==> config.mk <==
export PLATFORM = sky130hd
export DESIGN_NAME = sfc_device_flat
export DESIGN_NICKNAME = d
export VERILOG_FILES = /design/src/inc/sfc_pkg.sv /design/src/inc/sfc_link_if.sv /design/src/sfc_device.sv /design/src/flat_wrapper.sv
export SDC_FILE = /design/constraint.sdc
export NUM_CORES = 1
export LEC_CHECK = 0
export ABC_AREA = 1
export BUFFER_PORTS_ARGS = -buffer_cell sky130_fd_sc_hd__buf_2
export CORE_ASPECT_RATIO = 1.25
export CORE_UTILIZATION = 45
export DETAILED_ROUTE_END_ITERATION = 8
export HOLD_SLACK_MARGIN = 0.15
export MAX_ROUTING_LAYER = met4
export PLACE_DENSITY_LB_ADDON = 0.05
export SLEW_MARGIN = 0
export SYNTH_ARGS = -nofsm -noshare
export SYNTH_HDL_FRONTEND = slang
export SYNTH_SLANG_ARGS = --single-unit
==> constraint.sdc <==
create_clock -name clk -period 5 [get_ports clk]
set_input_delay 0 -clock clk [delete_from_list [all_inputs] [get_ports clk]]
set_output_delay 0 -clock clk [all_outputs]
set_load 0.03 [all_outputs]
==> src/inc/sfc_pkg.sv <==
// constants shared by both ends of the flash instruction link
package sfc_pkg;
  localparam int unsigned CLK_PERIOD_NS = 50;
  localparam logic [7:0] OP_ERASE_ALL_A = 8'h00_C7;
  localparam logic [7:0] OP_ERASE_ALL_B = 8'h00_60;
  localparam logic [7:0] OP_SUSPEND     = 8'h00_75;
  localparam logic [7:0] OP_RESUME      = 8'h00_7A;
  localparam logic [7:0] OP_POWERDOWN   = 8'h00_B9;
  localparam logic [7:0] OP_RELEASE_ID  = 8'h00_AB;
  localparam logic [7:0] OP_MFR_DEV_ID  = 8'h00_90;
  localparam logic [7:0] OP_WRITE_EN    = 8'h00_06;
  localparam logic [7:0] OP_READ_STATUS = 8'h00_05;
  localparam logic [7:0] OP_WRITE_STAT  = 8'h00_01;
  localparam logic [7:0] OP_SECT_ERASE  = 8'h00_20;
  localparam logic [7:0] OP_BLK32_ERASE = 8'h00_52;
  localparam logic [7:0] OP_BLK64_ERASE = 8'h00_D8;
  localparam logic [7:0] OP_SECREG_ERASE = 8'h00_44;
  localparam logic [7:0] OP_PAGE_PROG   = 8'h00_02;
  localparam logic [7:0] OP_QPAGE_PROG  = 8'h00_32;
  localparam logic [7:0] OP_SECREG_PROG = 8'h00_42;
  localparam logic [7:0] ERASED_BYTE    = 8'h00_FF;
  localparam int unsigned ID_DUMMY_BYTES   = 3;
  localparam int unsigned MFR_ADDR_BYTES   = 3;
  localparam logic [23:0] MFR_ADDR_VALUE   = 24'h00_0000;
  // status bit positions
  localparam int unsigned ST_BUSY = 0;
  localparam int unsigned ST_WEL  = 1;
  localparam int unsigned ST_SUS  = 7;
  // resume-to-busy latency, ns
  localparam int unsigned RESUME_BUSY_NS = 200;
  localparam int unsigned RESUME_BUSY_CYC =
    (RESUME_BUSY_NS / CLK_PERIOD_NS) < 1 ? 1 :
    RESUME_BUSY_NS / CLK_PERIOD_NS;
  typedef enum logic [3:0] {
    SFC_OP_NONE    = 4'b0001,
    SFC_OP_ERASE   = 4'b0010,
    SFC_OP_PROGRAM = 4'b0100,
    SFC_OP_CHIP    = 4'b1000
  } sfc_op_t;
endpackage : sfc_pkg

==> src/inc/sfc_link_if.sv <==
// serial link between flash controller and flash device
`timescale 1ns/1ps
interface sfc_link_if;
  logic cs_n;
  logic sclk;
  logic serial_input;
  logic sout;
  logic sout_oe;
  modport device (input cs_n, input sclk, input serial_input,
                  output sout, output sout_oe);
  modport host (output cs_n, output sclk, output serial_input,
                input sout, input sout_oe);
endinterface : sfc_link_if

==> src/sfc_device.sv <==
// device end: instruction decoder for erase, suspend, power-down and ids
// Contract
// - C7h or 60h erases whole array
// - whole erase needs write enable latch
// - chip select rises on byte boundary
// - busy high during erase, status readable
// - whole erase end clears write enable
// - any protection blocks whole erase
// - suspend accepted only busy, unsuspended, suspendable
// - suspend ignored during whole erase
// - erase suspended rejects status write, erases
// - program suspended rejects status write, programs
// - suspend sets flag, busy drops within latency
// - host waits latency between resume, suspend
// - reset clears suspend flag, pending operation
// - resume only suspended idle; busy within 200ns
// - B9h enters power-down after entry latency
// - power-down honours only release opcode
// - powers up in normal operation
// - release waits first latency, cs high
// - three dummies then repeating device id
// - id release waits second latency
// - release or id ignored while busy
// - 90h with address gives alternating ids
`timescale 1ns/1ps
module sfc_device
  import sfc_pkg::*;
#(
  parameter logic [7:0]  MFR_ID          = 8'h00_5A, // arbitrary value
  parameter logic [7:0]  DEV_ID          = 8'h00_11, // arbitrary value
  parameter int unsigned ERASE_ALL_CYC   = 20000,
  parameter int unsigned ERASE_CYC       = 8000,
  parameter int unsigned PROG_CYC        = 4000,
  parameter int unsigned SUSPEND_CYC     = 20,
  parameter int unsigned PD_ENTRY_CYC    = 60,
  parameter int unsigned RELEASE1_CYC    = 60,
  parameter int unsigned RELEASE2_CYC    = 60
)(
  input  wire logic       clk,
  input  wire logic       sys_rst,
  sfc_link_if.device      link,
  input  wire logic [5:0] protect_bits,
  input  wire logic       start_erase,
  input  wire logic       start_program,
  output logic            busy,
  output logic            write_enable_latch,
  output logic            suspend_flag,
  output logic            powered_down,
  output logic            array_erase_pulse
);
  initial if (SUSPEND_CYC < 1 || ERASE_ALL_CYC >= 2 ** 24)
    $error("timing parameters out of range");

  // link pins pass two flops before use
  logic [1:0] cs_s_reg;
  logic [1:0] ck_s_reg;
  logic [1:0] si_s_reg;
  logic       ck_d_reg;
  logic       cs_d_reg;
  always_ff @(posedge clk)
    if (sys_rst)
    begin
      cs_s_reg <= 2'b11;
      ck_s_reg <= 2'b00;
      si_s_reg <= 2'b00;
      ck_d_reg <= 1'b0;
      cs_d_reg <= 1'b1;
    end
    else
    begin
      cs_s_reg <= {cs_s_reg[0], link.cs_n};
      ck_s_reg <= {ck_s_reg[0], link.sclk};
      si_s_reg <= {si_s_reg[0], link.serial_input};
      ck_d_reg <= ck_s_reg[1];
      cs_d_reg <= cs_s_reg[1];
    end

  logic ck_rise;
  logic ck_fall;
  logic cs_rise;
  logic sel;
  assign sel = !cs_s_reg[1];
  assign ck_rise = sel && ck_s_reg[1] && !ck_d_reg;
  assign ck_fall = sel && !ck_s_reg[1] && ck_d_reg;
  assign cs_rise = cs_s_reg[1] && !cs_d_reg;

  // bit collector, msb first on rising edges
  logic [7:0]  shift_reg;
  logic [15:0] bitcnt_reg;
  logic [7:0]  opcode_reg;
  logic [23:0] addr_reg;
  always_ff @(posedge clk)
    if (sys_rst || !sel)
    begin
      shift_reg <= '0;
      bitcnt_reg <= '0;
      opcode_reg <= '0;
      addr_reg <= '0;
    end
    else if (ck_rise)
    begin
      shift_reg <= {shift_reg[6:0], si_s_reg[1]};
      bitcnt_reg <= bitcnt_reg + 16'd1;
      if (bitcnt_reg == 16'd7)
        opcode_reg <= {shift_reg[6:0], si_s_reg[1]};
      else if (bitcnt_reg < 16'd32)
        addr_reg <= {addr_reg[22:0], si_s_reg[1]};
    end

  // operation and timing state
  sfc_op_t     op_reg;
  sfc_op_t     susp_op_reg;
  logic [23:0] timer_reg;
  logic [23:0] remain_reg;
  logic [7:0]  lat_reg;
  logic        susp_pend_reg;
  logic        res_pend_reg;
  logic [15:0] pd_cnt_reg;
  logic        pd_entering_reg;
  logic        releasing_reg;

  // frame end decode happens at cs rise, exactly one byte for commands
  logic one_byte;
  logic erase_blocked;
  logic prog_blocked;
  logic accept;
  assign one_byte = cs_rise && bitcnt_reg == 16'd8;
  assign erase_blocked = suspend_flag && susp_op_reg == SFC_OP_ERASE;
  assign prog_blocked  = suspend_flag && susp_op_reg == SFC_OP_PROGRAM;
  // no command but release taken while powered down or waking
  assign accept = !powered_down && !releasing_reg && !pd_entering_reg;

  logic do_chip;
  assign do_chip = accept && one_byte && !busy && write_enable_latch
    && (opcode_reg == OP_ERASE_ALL_A || opcode_reg == OP_ERASE_ALL_B)
    && protect_bits == 6'b00_0000
    && !erase_blocked;

  logic do_susp;
  assign do_susp = accept && one_byte && opcode_reg == OP_SUSPEND
    && !suspend_flag && busy && !susp_pend_reg
    && op_reg != SFC_OP_CHIP && op_reg != SFC_OP_NONE;

  logic do_res;
  assign do_res = accept && one_byte && opcode_reg == OP_RESUME
    && suspend_flag && !busy;

  logic do_start_e;
  logic do_start_p;
  assign do_start_e = start_erase && accept && !busy && write_enable_latch
    && !erase_blocked;
  assign do_start_p = start_program && accept && !busy
    && write_enable_latch && !prog_blocked;

  // write enable latch; cleared when a self-timed cycle completes
  logic op_finish;
  assign op_finish = busy && !susp_pend_reg && op_reg != SFC_OP_NONE
    && timer_reg == 24'd1;
  always_ff @(posedge clk)
    if (sys_rst) write_enable_latch <= 1'b0;
    else if (op_finish) write_enable_latch <= 1'b0;
    else if (accept && one_byte && !busy && opcode_reg == OP_WRITE_EN)
      write_enable_latch <= 1'b1;

  // self-timed engine with suspend and resume; reset drops all
  always_ff @(posedge clk)
    if (sys_rst)
    begin
      op_reg <= SFC_OP_NONE;
      susp_op_reg <= SFC_OP_NONE;
      busy <= 1'b0;
      suspend_flag <= 1'b0;
      timer_reg <= '0;
      remain_reg <= '0;
      lat_reg <= '0;
      susp_pend_reg <= 1'b0;
      res_pend_reg <= 1'b0;
      array_erase_pulse <= 1'b0;
    end
    else
    begin
      array_erase_pulse <= 1'b0;
      if (do_chip)
      begin
        op_reg <= SFC_OP_CHIP;
        busy <= 1'b1;
        timer_reg <= 24'(ERASE_ALL_CYC);
      end
      else if (do_start_e || do_start_p)
      begin
        op_reg <= do_start_e ? SFC_OP_ERASE : SFC_OP_PROGRAM;
        busy <= 1'b1;
        timer_reg <= do_start_e ? 24'(ERASE_CYC) : 24'(PROG_CYC);
      end
      else if (do_susp)
      begin
        suspend_flag <= 1'b1;
        susp_pend_reg <= 1'b1;
        remain_reg <= timer_reg;
        susp_op_reg <= op_reg;
        lat_reg <= 8'(SUSPEND_CYC);
      end
      else if (susp_pend_reg)
      begin
        if (lat_reg <= 8'd1)
        begin
          busy <= 1'b0;
          op_reg <= SFC_OP_NONE;
          susp_pend_reg <= 1'b0;
        end
        lat_reg <= lat_reg - 8'd1;
      end
      else if (do_res)
      begin
        suspend_flag <= 1'b0;
        res_pend_reg <= 1'b1;
        lat_reg <= 8'(RESUME_BUSY_CYC);
      end
      else if (res_pend_reg)
      begin
        if (lat_reg <= 8'd1)
        begin
          busy <= 1'b1;
          op_reg <= susp_op_reg;
          timer_reg <= remain_reg;
          susp_op_reg <= SFC_OP_NONE;
          res_pend_reg <= 1'b0;
        end
        lat_reg <= lat_reg - 8'd1;
      end
      else if (busy && op_reg != SFC_OP_NONE)
      begin
        timer_reg <= timer_reg - 24'd1;
        if (op_finish)
        begin
          busy <= 1'b0;
          if (op_reg == SFC_OP_CHIP) array_erase_pulse <= 1'b1;
          op_reg <= SFC_OP_NONE;
        end
      end
    end

  // power-down entry and release; starts normal after reset
  logic release_plain;
  logic release_id;
  assign release_plain = one_byte && opcode_reg == OP_RELEASE_ID;
  assign release_id = cs_rise && opcode_reg == OP_RELEASE_ID
    && bitcnt_reg >= 16'(8 * (ID_DUMMY_BYTES + 1));
  always_ff @(posedge clk)
    if (sys_rst)
    begin
      powered_down <= 1'b0;
      pd_entering_reg <= 1'b0;
      releasing_reg <= 1'b0;
      pd_cnt_reg <= '0;
    end
    else if (pd_entering_reg || releasing_reg)
    begin
      pd_cnt_reg <= pd_cnt_reg - 16'd1;
      if (pd_cnt_reg <= 16'd1)
      begin
        if (pd_entering_reg) powered_down <= 1'b1;
        pd_entering_reg <= 1'b0;
        releasing_reg <= 1'b0;
      end
    end
    else if (accept && one_byte && opcode_reg == OP_POWERDOWN && !busy)
    begin
      pd_entering_reg <= 1'b1;
      pd_cnt_reg <= 16'(PD_ENTRY_CYC);
    end
    else if (powered_down && !busy && (release_plain || release_id))
    begin
      powered_down <= 1'b0;
      releasing_reg <= 1'b1;
      pd_cnt_reg <= release_id ? 16'(RELEASE2_CYC)
                               : 16'(RELEASE1_CYC);
    end

  // reply shifter: status, device id or alternating ids on falling edges
  logic [7:0] out_reg;
  logic       oe_reg;
  logic       id_sel_reg;
  logic [7:0] status_byte;
  assign status_byte = 8'((busy ? 1 : 0) << ST_BUSY)
    | 8'((write_enable_latch ? 1 : 0) << ST_WEL)
    | 8'((suspend_flag ? 1 : 0) << ST_SUS);
  always_ff @(posedge clk)
    if (sys_rst || !sel)
    begin
      out_reg <= '0;
      oe_reg <= 1'b0;
      id_sel_reg <= 1'b0;
    end
    else if (ck_fall && bitcnt_reg[2:0] == 3'd0 && bitcnt_reg != 16'd0)
    begin
      oe_reg <= 1'b0;
      if (!powered_down && !releasing_reg && !pd_entering_reg)
      begin
        if (opcode_reg == OP_READ_STATUS)
        begin
          out_reg <= status_byte;
          oe_reg <= 1'b1;
        end
        else if (opcode_reg == OP_RELEASE_ID && !busy
                 && bitcnt_reg >= 16'(8 * (ID_DUMMY_BYTES + 1)))
        begin
          out_reg <= DEV_ID;
          oe_reg <= 1'b1;
        end
        else if (opcode_reg == OP_MFR_DEV_ID
                 && bitcnt_reg >= 16'(8 * (MFR_ADDR_BYTES + 1)))
        begin
          out_reg <= id_sel_reg ? DEV_ID : MFR_ID;
          id_sel_reg <= !id_sel_reg;
          oe_reg <= 1'b1;
        end
      end
      else if (opcode_reg == OP_RELEASE_ID && !busy
               && bitcnt_reg >= 16'(8 * (ID_DUMMY_BYTES + 1)))
      begin
        out_reg <= DEV_ID;
        oe_reg <= 1'b1;
      end
    end
    else if (ck_fall && oe_reg)
      out_reg <= {out_reg[6:0], out_reg[7]}; // msb first, repeats

  assign link.sout = out_reg[7];
  assign link.sout_oe = oe_reg;
endmodule : sfc_device

==> src/flat_wrapper.sv <==
// flat-port wrapper written by rule: the top's interface ports become plain ports
module sfc_device_flat import sfc_pkg::*;
#(
  parameter logic [7:0]  MFR_ID          = 8'h00_5A,                   
  parameter logic [7:0]  DEV_ID          = 8'h00_11,                   
  parameter int unsigned ERASE_ALL_CYC   = 20000,
  parameter int unsigned ERASE_CYC       = 8000,
  parameter int unsigned PROG_CYC        = 4000,
  parameter int unsigned SUSPEND_CYC     = 20,
  parameter int unsigned PD_ENTRY_CYC    = 60,
  parameter int unsigned RELEASE1_CYC    = 60,
  parameter int unsigned RELEASE2_CYC    = 60
)
  (clk, sys_rst, protect_bits, start_erase, start_program, busy, write_enable_latch, suspend_flag, powered_down, array_erase_pulse, link_cs_n, link_sclk, link_serial_input, link_sout, link_sout_oe);
  sfc_link_if link_i ();
  input  wire logic clk;
  input  wire logic sys_rst;
  input  wire logic [5:0] protect_bits;
  input  wire logic start_erase;
  input  wire logic start_program;
  output logic busy;
  output logic write_enable_latch;
  output logic suspend_flag;
  output logic powered_down;
  output logic array_erase_pulse;
  input wire logic [$bits(link_i.cs_n)-1:0] link_cs_n;
  input wire logic [$bits(link_i.sclk)-1:0] link_sclk;
  input wire logic [$bits(link_i.serial_input)-1:0] link_serial_input;
  output wire logic [$bits(link_i.sout)-1:0] link_sout;
  output wire logic [$bits(link_i.sout_oe)-1:0] link_sout_oe;
  assign link_i.cs_n = link_cs_n;
  assign link_i.sclk = link_sclk;
  assign link_i.serial_input = link_serial_input;
  assign link_sout = link_i.sout;
  assign link_sout_oe = link_i.sout_oe;
  sfc_device #(.MFR_ID(MFR_ID), .DEV_ID(DEV_ID), .ERASE_ALL_CYC(ERASE_ALL_CYC), .ERASE_CYC(ERASE_CYC), .PROG_CYC(PROG_CYC), .SUSPEND_CYC(SUSPEND_CYC), .PD_ENTRY_CYC(PD_ENTRY_CYC), .RELEASE1_CYC(RELEASE1_CYC), .RELEASE2_CYC(RELEASE2_CYC)) u_core (.clk(clk), .sys_rst(sys_rst), .link(link_i), .protect_bits(protect_bits), .start_erase(start_erase), .start_program(start_program), .busy(busy), .write_enable_latch(write_enable_latch), .suspend_flag(suspend_flag), .powered_down(powered_down), .array_erase_pulse(array_erase_pulse));
endmodule
After elaboration in Yosys (flattened, before gate mapping)

Index checks and enable logic that the tools add are counted.
Widths: inputs -> output; s select.

Register bits after elaboration: 138
Input bits: 13

Add/sub/neg operators: 4
Order comparisons: 3
Equal/unequal tests: 38
Multiplexer cells: 77
Bitwise operators: 10
Reduce and logical (&&, ||, !) cells: 105

Operator list:

| cell                  | number |
|---|---|
| $mux 24               | 7 |
| $mux 8                | 11 |
| $mux 4                | 14 |
| $logic_and 1x1->1     | 51 |
| $mux 16               | 3 |
| $mux 1                | 38 |
| $eq 8x8->1 const B    | 4 |
| $eq 24x1->1 const B   | 1 |
| $eq 8x7->1 const B    | 3 |
| $sub 24x1->24 const B | 1 |
| $ne 4x4->1 const B    | 5 |
| $reduce_and 6->1      | 3 |
| $add 16x1->16 const B | 1 |
| $eq 16x3->1 const B   | 1 |
| $eq 16x4->1 const B   | 1 |
| $eq 8x3->1 const B    | 2 |
| $ge 16x6->1 const B   | 1 |
| $le 16x1->1 const B   | 1 |
| $or 8x8->8            | 2 |
| $reduce_bool 16->1    | 1 |
| $reduce_bool 4->1     | 4 |
| $sub 16x1->16 const B | 1 |
| $mux 15               | 1 |
| $reduce_and 5->1      | 3 |
| other kinds (28)      | 77 |

Depth between registers and ports, before layout

Word-level depth: 13
Depth in mapped cells: 15

Least setup slack after synthesis

OpenSTA, ideal clock, no wires.

Path type: register to register
Start point: reg u_core.busy
End point: reg u_core.remain_reg[22]
Library setup time: 0.122 ns
Data arrival time: 1.740 ns
Required time: 4.878 ns
Path slack: 3.139 ns
Stages on the path, launching flop included: 8
Buffers on the path: 2
Clock period less this slack: 1.861 ns
Path through: dfxtp_1 nand2_1 nor2_1 nand3_1 nor3_4 clkbuf_1 buf_2 a21oi_1

Cells in the longest elaborated chain, start to end: 8
Elaborated cells on any way between the ends: 20
Those cells by class: bitwise: 2; reduce/logical: 18

RTL lines:

| item                                | RTL line                                                | RTL |
|---|---|---|
| start: declaration                  | sfc_device.sv:45                                        | `output logic busy,` |
| start signal: assignment            | sfc_device.sv:171                                       | `busy <= 1'b0;` |
| start signal: assignment            | sfc_device.sv:186                                       | `busy <= 1'b1;` |
| start signal: assignment            | sfc_device.sv:192                                       | `busy <= 1'b1;` |
| $logic_not 1->1                     | sfc_device.sv:134, sfc_device.sv:150, sfc_device.sv:152 |  |
| $logic_and 1x1->1 (2 in a row)      | sfc_device.sv:134                                       | `assign do_chip = accept && one_byte && !busy && write_enable_latch` |
| $logic_and 1x1->1                   | sfc_device.sv:135                                       | `&& (opcode_reg == OP_ERASE_ALL_A \|\| opcode_reg == OP_ERASE_ALL_B)` |
| $logic_and 1x1->1                   | sfc_device.sv:136                                       | `&& protect_bits == 6'b00_0000` |
| $logic_and 1x1->1                   | sfc_device.sv:137                                       | `&& !erase_blocked;` |
| $not 1->1 (no source line)          | --                                                      |  |
| $reduce_and 3->1 (no source line) * | --                                                      |  |
| end signal: assignment              | sfc_device.sv:199                                       | `remain_reg <= timer_reg;` |
| end: declaration                    | sfc_device.sv:114                                       | `logic [23:0] remain_reg;` |

Mark *: on every way between the ends. The rest lies on a longest branch, timed or not.
A chain may end at the register's enable or synchronous reset.

Worst setup path in the final report

Start point: reg u_core.pd_entering_reg
End point: reg u_core.timer_reg[3]

Cells in the longest elaborated chain, start to end: 11
Elaborated cells on any way between the ends: 34
Those cells by class: eq/ne: 4; mux: 1; reduce/logical: 29

RTL lines:

| item                              | RTL line                                                | RTL |
|---|---|---|
| start: declaration                | sfc_device.sv:119                                       | `logic pd_entering_reg;` |
| start signal: assignment          | sfc_device.sv:253                                       | `pd_entering_reg <= 1'b0;` |
| start signal: assignment          | sfc_device.sv:263                                       | `pd_entering_reg <= 1'b0;` |
| start signal: assignment          | sfc_device.sv:269                                       | `pd_entering_reg <= 1'b1;` |
| $logic_not 1->1 *                 | sfc_device.sv:131                                       | `assign accept = !powered_down && !releasing_reg && !pd_entering_reg;` |
| $logic_and 1x1->1 *               | sfc_device.sv:131                                       |  |
| $logic_and 1x1->1                 | sfc_device.sv:134, sfc_device.sv:140, sfc_device.sv:145 |  |
| $logic_and 1x1->1                 | sfc_device.sv:140                                       | `assign do_susp = accept && one_byte && opcode_reg == OP_SUSPEND` |
| $logic_and 1x1->1 (3 in a row)    | sfc_device.sv:141                                       | `&& !suspend_flag && busy && !susp_pend_reg` |
| $logic_and 1x1->1 (2 in a row)    | sfc_device.sv:142                                       | `&& op_reg != SFC_OP_CHIP && op_reg != SFC_OP_NONE;` |
| $ne 2x2->1 (no source line)       | --                                                      |  |
| $reduce_and 5->1 (no source line) | --                                                      |  |
| end signal: assignment            | sfc_device.sv:187                                       | `timer_reg <= 24'(ERASE_ALL_CYC);` |
| end signal: assignment            | sfc_device.sv:193                                       | `timer_reg <= do_start_e ? 24'(ERASE_CYC) : 24'(PROG_CYC);` |
| end signal: assignment            | sfc_device.sv:225                                       | `timer_reg <= remain_reg;` |
| end: declaration                  | sfc_device.sv:113                                       | `logic [23:0] timer_reg;` |

Marked as above.

==> metrics.yaml <==
sta:
  min_period_ns: 2.78
  slew_headroom: 0.455
  fmax_ghz: 0.360
  finalSetupTns_ns: 0
  hold_slack_ns: 0.272
  finalClockSkew_ns: 0.00878
  rsz0062_at_grt: "false"
  hold_viol: 0
  fin_ws_ns: 2.22
  final-setup-viol-count: 0
  drv_slew: 0
  fin_crit_sh: 0.556
  worstMarginPinSlew_ns: 0.816
detailed_routing:
  drc_errors: 0
  drt_iter0_markers: 372
  drtAntennaViolNets: 0
  viasPerCell: 5.13
  routed-via-count: 6859
  drt-wirelength-per-cell_microns: 13.6
  routed_wl_microns: 18300
  dr.pass1.iters: 6
placement:
  gp_congestion: 0.902
  pre_cts_ws_ns: 2.21
  dpl.cell_count: 1301
  hpwl_microns: 13100
  dpl_cell_area_sq_um: 7480
  portBuffers: 19
clock_tree:
  tritoncts: "done"
  cts_sinks: 138
  h-tree-depth: 4
  ctsRootBufferMaster: "clkbuf_16"
  clock_latency_ns: 0.43
  clk_pin_slew_ns: 0.06
  postCtsSetupBuffers: 0
  clockBufferDepth: 2
  cts_resized: 0
  cts_made_buffers: 17
  hold_buffers: 6
global_route:
  grt_pass1_vias: 6464
  grt_usage: 0.243
  grt_max_degree: 52
  grt_first_pass_wirelength_microns: 30600
  gr-usage-met2: 0.431
  grt_overflow: 0
  antenna_found_initial: 0
  top_usage_layer: "met2"
  use_met3: 0.0405
  grtUsageMet1: 0.266
layout:
  final_cell_mix: "nand2_1 (190), nor2_1 (183), dfxtp_1 (138)"
  n_antenna_cell: 0
  fillCellCount: 1634
  postLayoutCoreUtil: 0.518
  final_area_sq_um: 8140
  ff_latch_area_sq_um: 2760
  final_common_cell: "nand2_1"
  multi_input_area_sq_um: 3810
  area.growth.synth_to_final_pct: 12.1
  nets: 1135
  drive_gt1_frac: 0.0808
  layout.cells.non_filler: 1338
yosys:
  synthTopCellsByArea: "dfxtp_1 (38%), nand2_1 (9.8%), nor2_1 (9.5%)"
  synth_ff_type: "dfxtp_1"
  netlist_area_sq_um: 7250
  synth.avg_cell_area_sq_um: 6.58
  ys_ff_latch: 138
  synth-seq-area-share: 0.381
  synth_top_area_frac: 0.381
  synth_fp_nets: 1123
  yosysTopAreaCell: "dfxtp_1"
  synthCells: 1102
  synth_cell_type_count: 43
  synth_async_sr_flop_share: 0
  ys_warn_count: 0
  synth_edf_count: 0
setup_path:
  cp_max_fo: 34
  end_kind: "flip-flop"
  required_ns: 5.32
  critPathKind: "reg -> reg"
  rr_worst_depth: 12
  start_kind: "flip-flop"
  arrival_ns: 3.09
die:
  io_pins: 20
  die_width_microns: 116
  rows: 51
  dieArea_sq_um: 16600
  start_util: 0.462
  die_height_microns: 144
  coreArea_sq_um: 15700
outcome:
  status: "finished clean"
pwr:
  ir_drop_uv: 245
  power_density_nw_per_um2: 322
  p_leak_nw: 3.61
  power_mw: 2.62
flow_run:
  cap_violations: 0
worst_hold_path:
  holdPathStages: 7
  hp-class: "in -> reg"
[area by class of cell]
| class | count | area share |
|---|---|---|
| clock buffers | 19 | 0.0544 |
| flip-flops and latches | 138 | 0.340 |
| well taps | 212 | 0.0326 |
| inverters | 136 | 0.0627 |
| clock inverters | 12 | 0.0183 |
| repair buffers | 30 | 0.0237 |
| multi-input cells | 791 | 0.469 |
[synth_stat cells (5+ instances only)]
| cell | instances |
|---|---|
| nand2_1 | 190 |
| nor2_1 | 183 |
| dfxtp_1 | 138 |
| inv_1 | 130 |
| a21oi_1 | 103 |
| o21ai_0 | 101 |
| nand3_1 | 76 |
| nor3_1 | 27 |
| clkbuf_1 | 26 |
| nand4_1 | 19 |
| xor2_1 | 13 |
| ha_1 | 8 |
| nor2_2 | 7 |
| o211ai_1 | 7 |
| o21ai_1 | 7 |
| buf_2 | 6 |
| inv_2 | 5 |
| or2_2 | 5 |
[layer usage]
layer,vias up,share of wire
met2,78,0.52
met5,-,0
met4,0,0.028
li1,3615,-
met3,32,0.018
met1,3134,0.44
[report_power, final]
group / switching, mW / internal [mW]
sequential: 0.0173 / 1.12
clock: 0.481 / 0.792
combinational: 0.136 / 0.0764
total: 0.635 / 1.99
[final timing paths]
| check | from | end | slack, ns |
|---|---|---|---|
| hold reg to reg | u_core.si_s_reg[0]$_SDFF_PP0_ | u_core.si_s_reg[1]$_SDFF_PP0_ | 0.40 |
| setup / recovery | u_core.pd_entering_reg$_SDFFE_PP0P_ | u_core.timer_reg[3]$_SDFFE_PP0P_ | 2.22 |
| setup reg to reg | u_core.pd_entering_reg$_SDFFE_PP0P_ | u_core.timer_reg[3]$_SDFFE_PP0P_ | 2.22 |
| hold / removal | start_erase | u_core.timer_reg[12]$_SDFFE_PP0P_ | 0.27 |
[critical path: stages, from the launching register on]
cell and delay (ns):
dfxtp_1 0.35, nor2_4 0.29, nand2_4 0.14, inv_2 0.11, nand3_2 0.15, nand2_2 0.36
inv_1 0.34, nand2_2 0.19, nand2_4 0.23, inv_2 0.28, o21ai_0 0.12, nand2_1 0.07
nor2_1 0.04
[cell families after synthesis]
family / share of synthesized area
AND/OR/NAND/NOR: 0.325
AO/OA/AOI/OAI: 0.168
buffers and inverters: 0.0937
flip-flops: 0.381
XOR/XNOR: 0.0181
adder cells (fa/ha/maj): 0.0138
No activity file was read; power rests on OpenSTA's default activity.
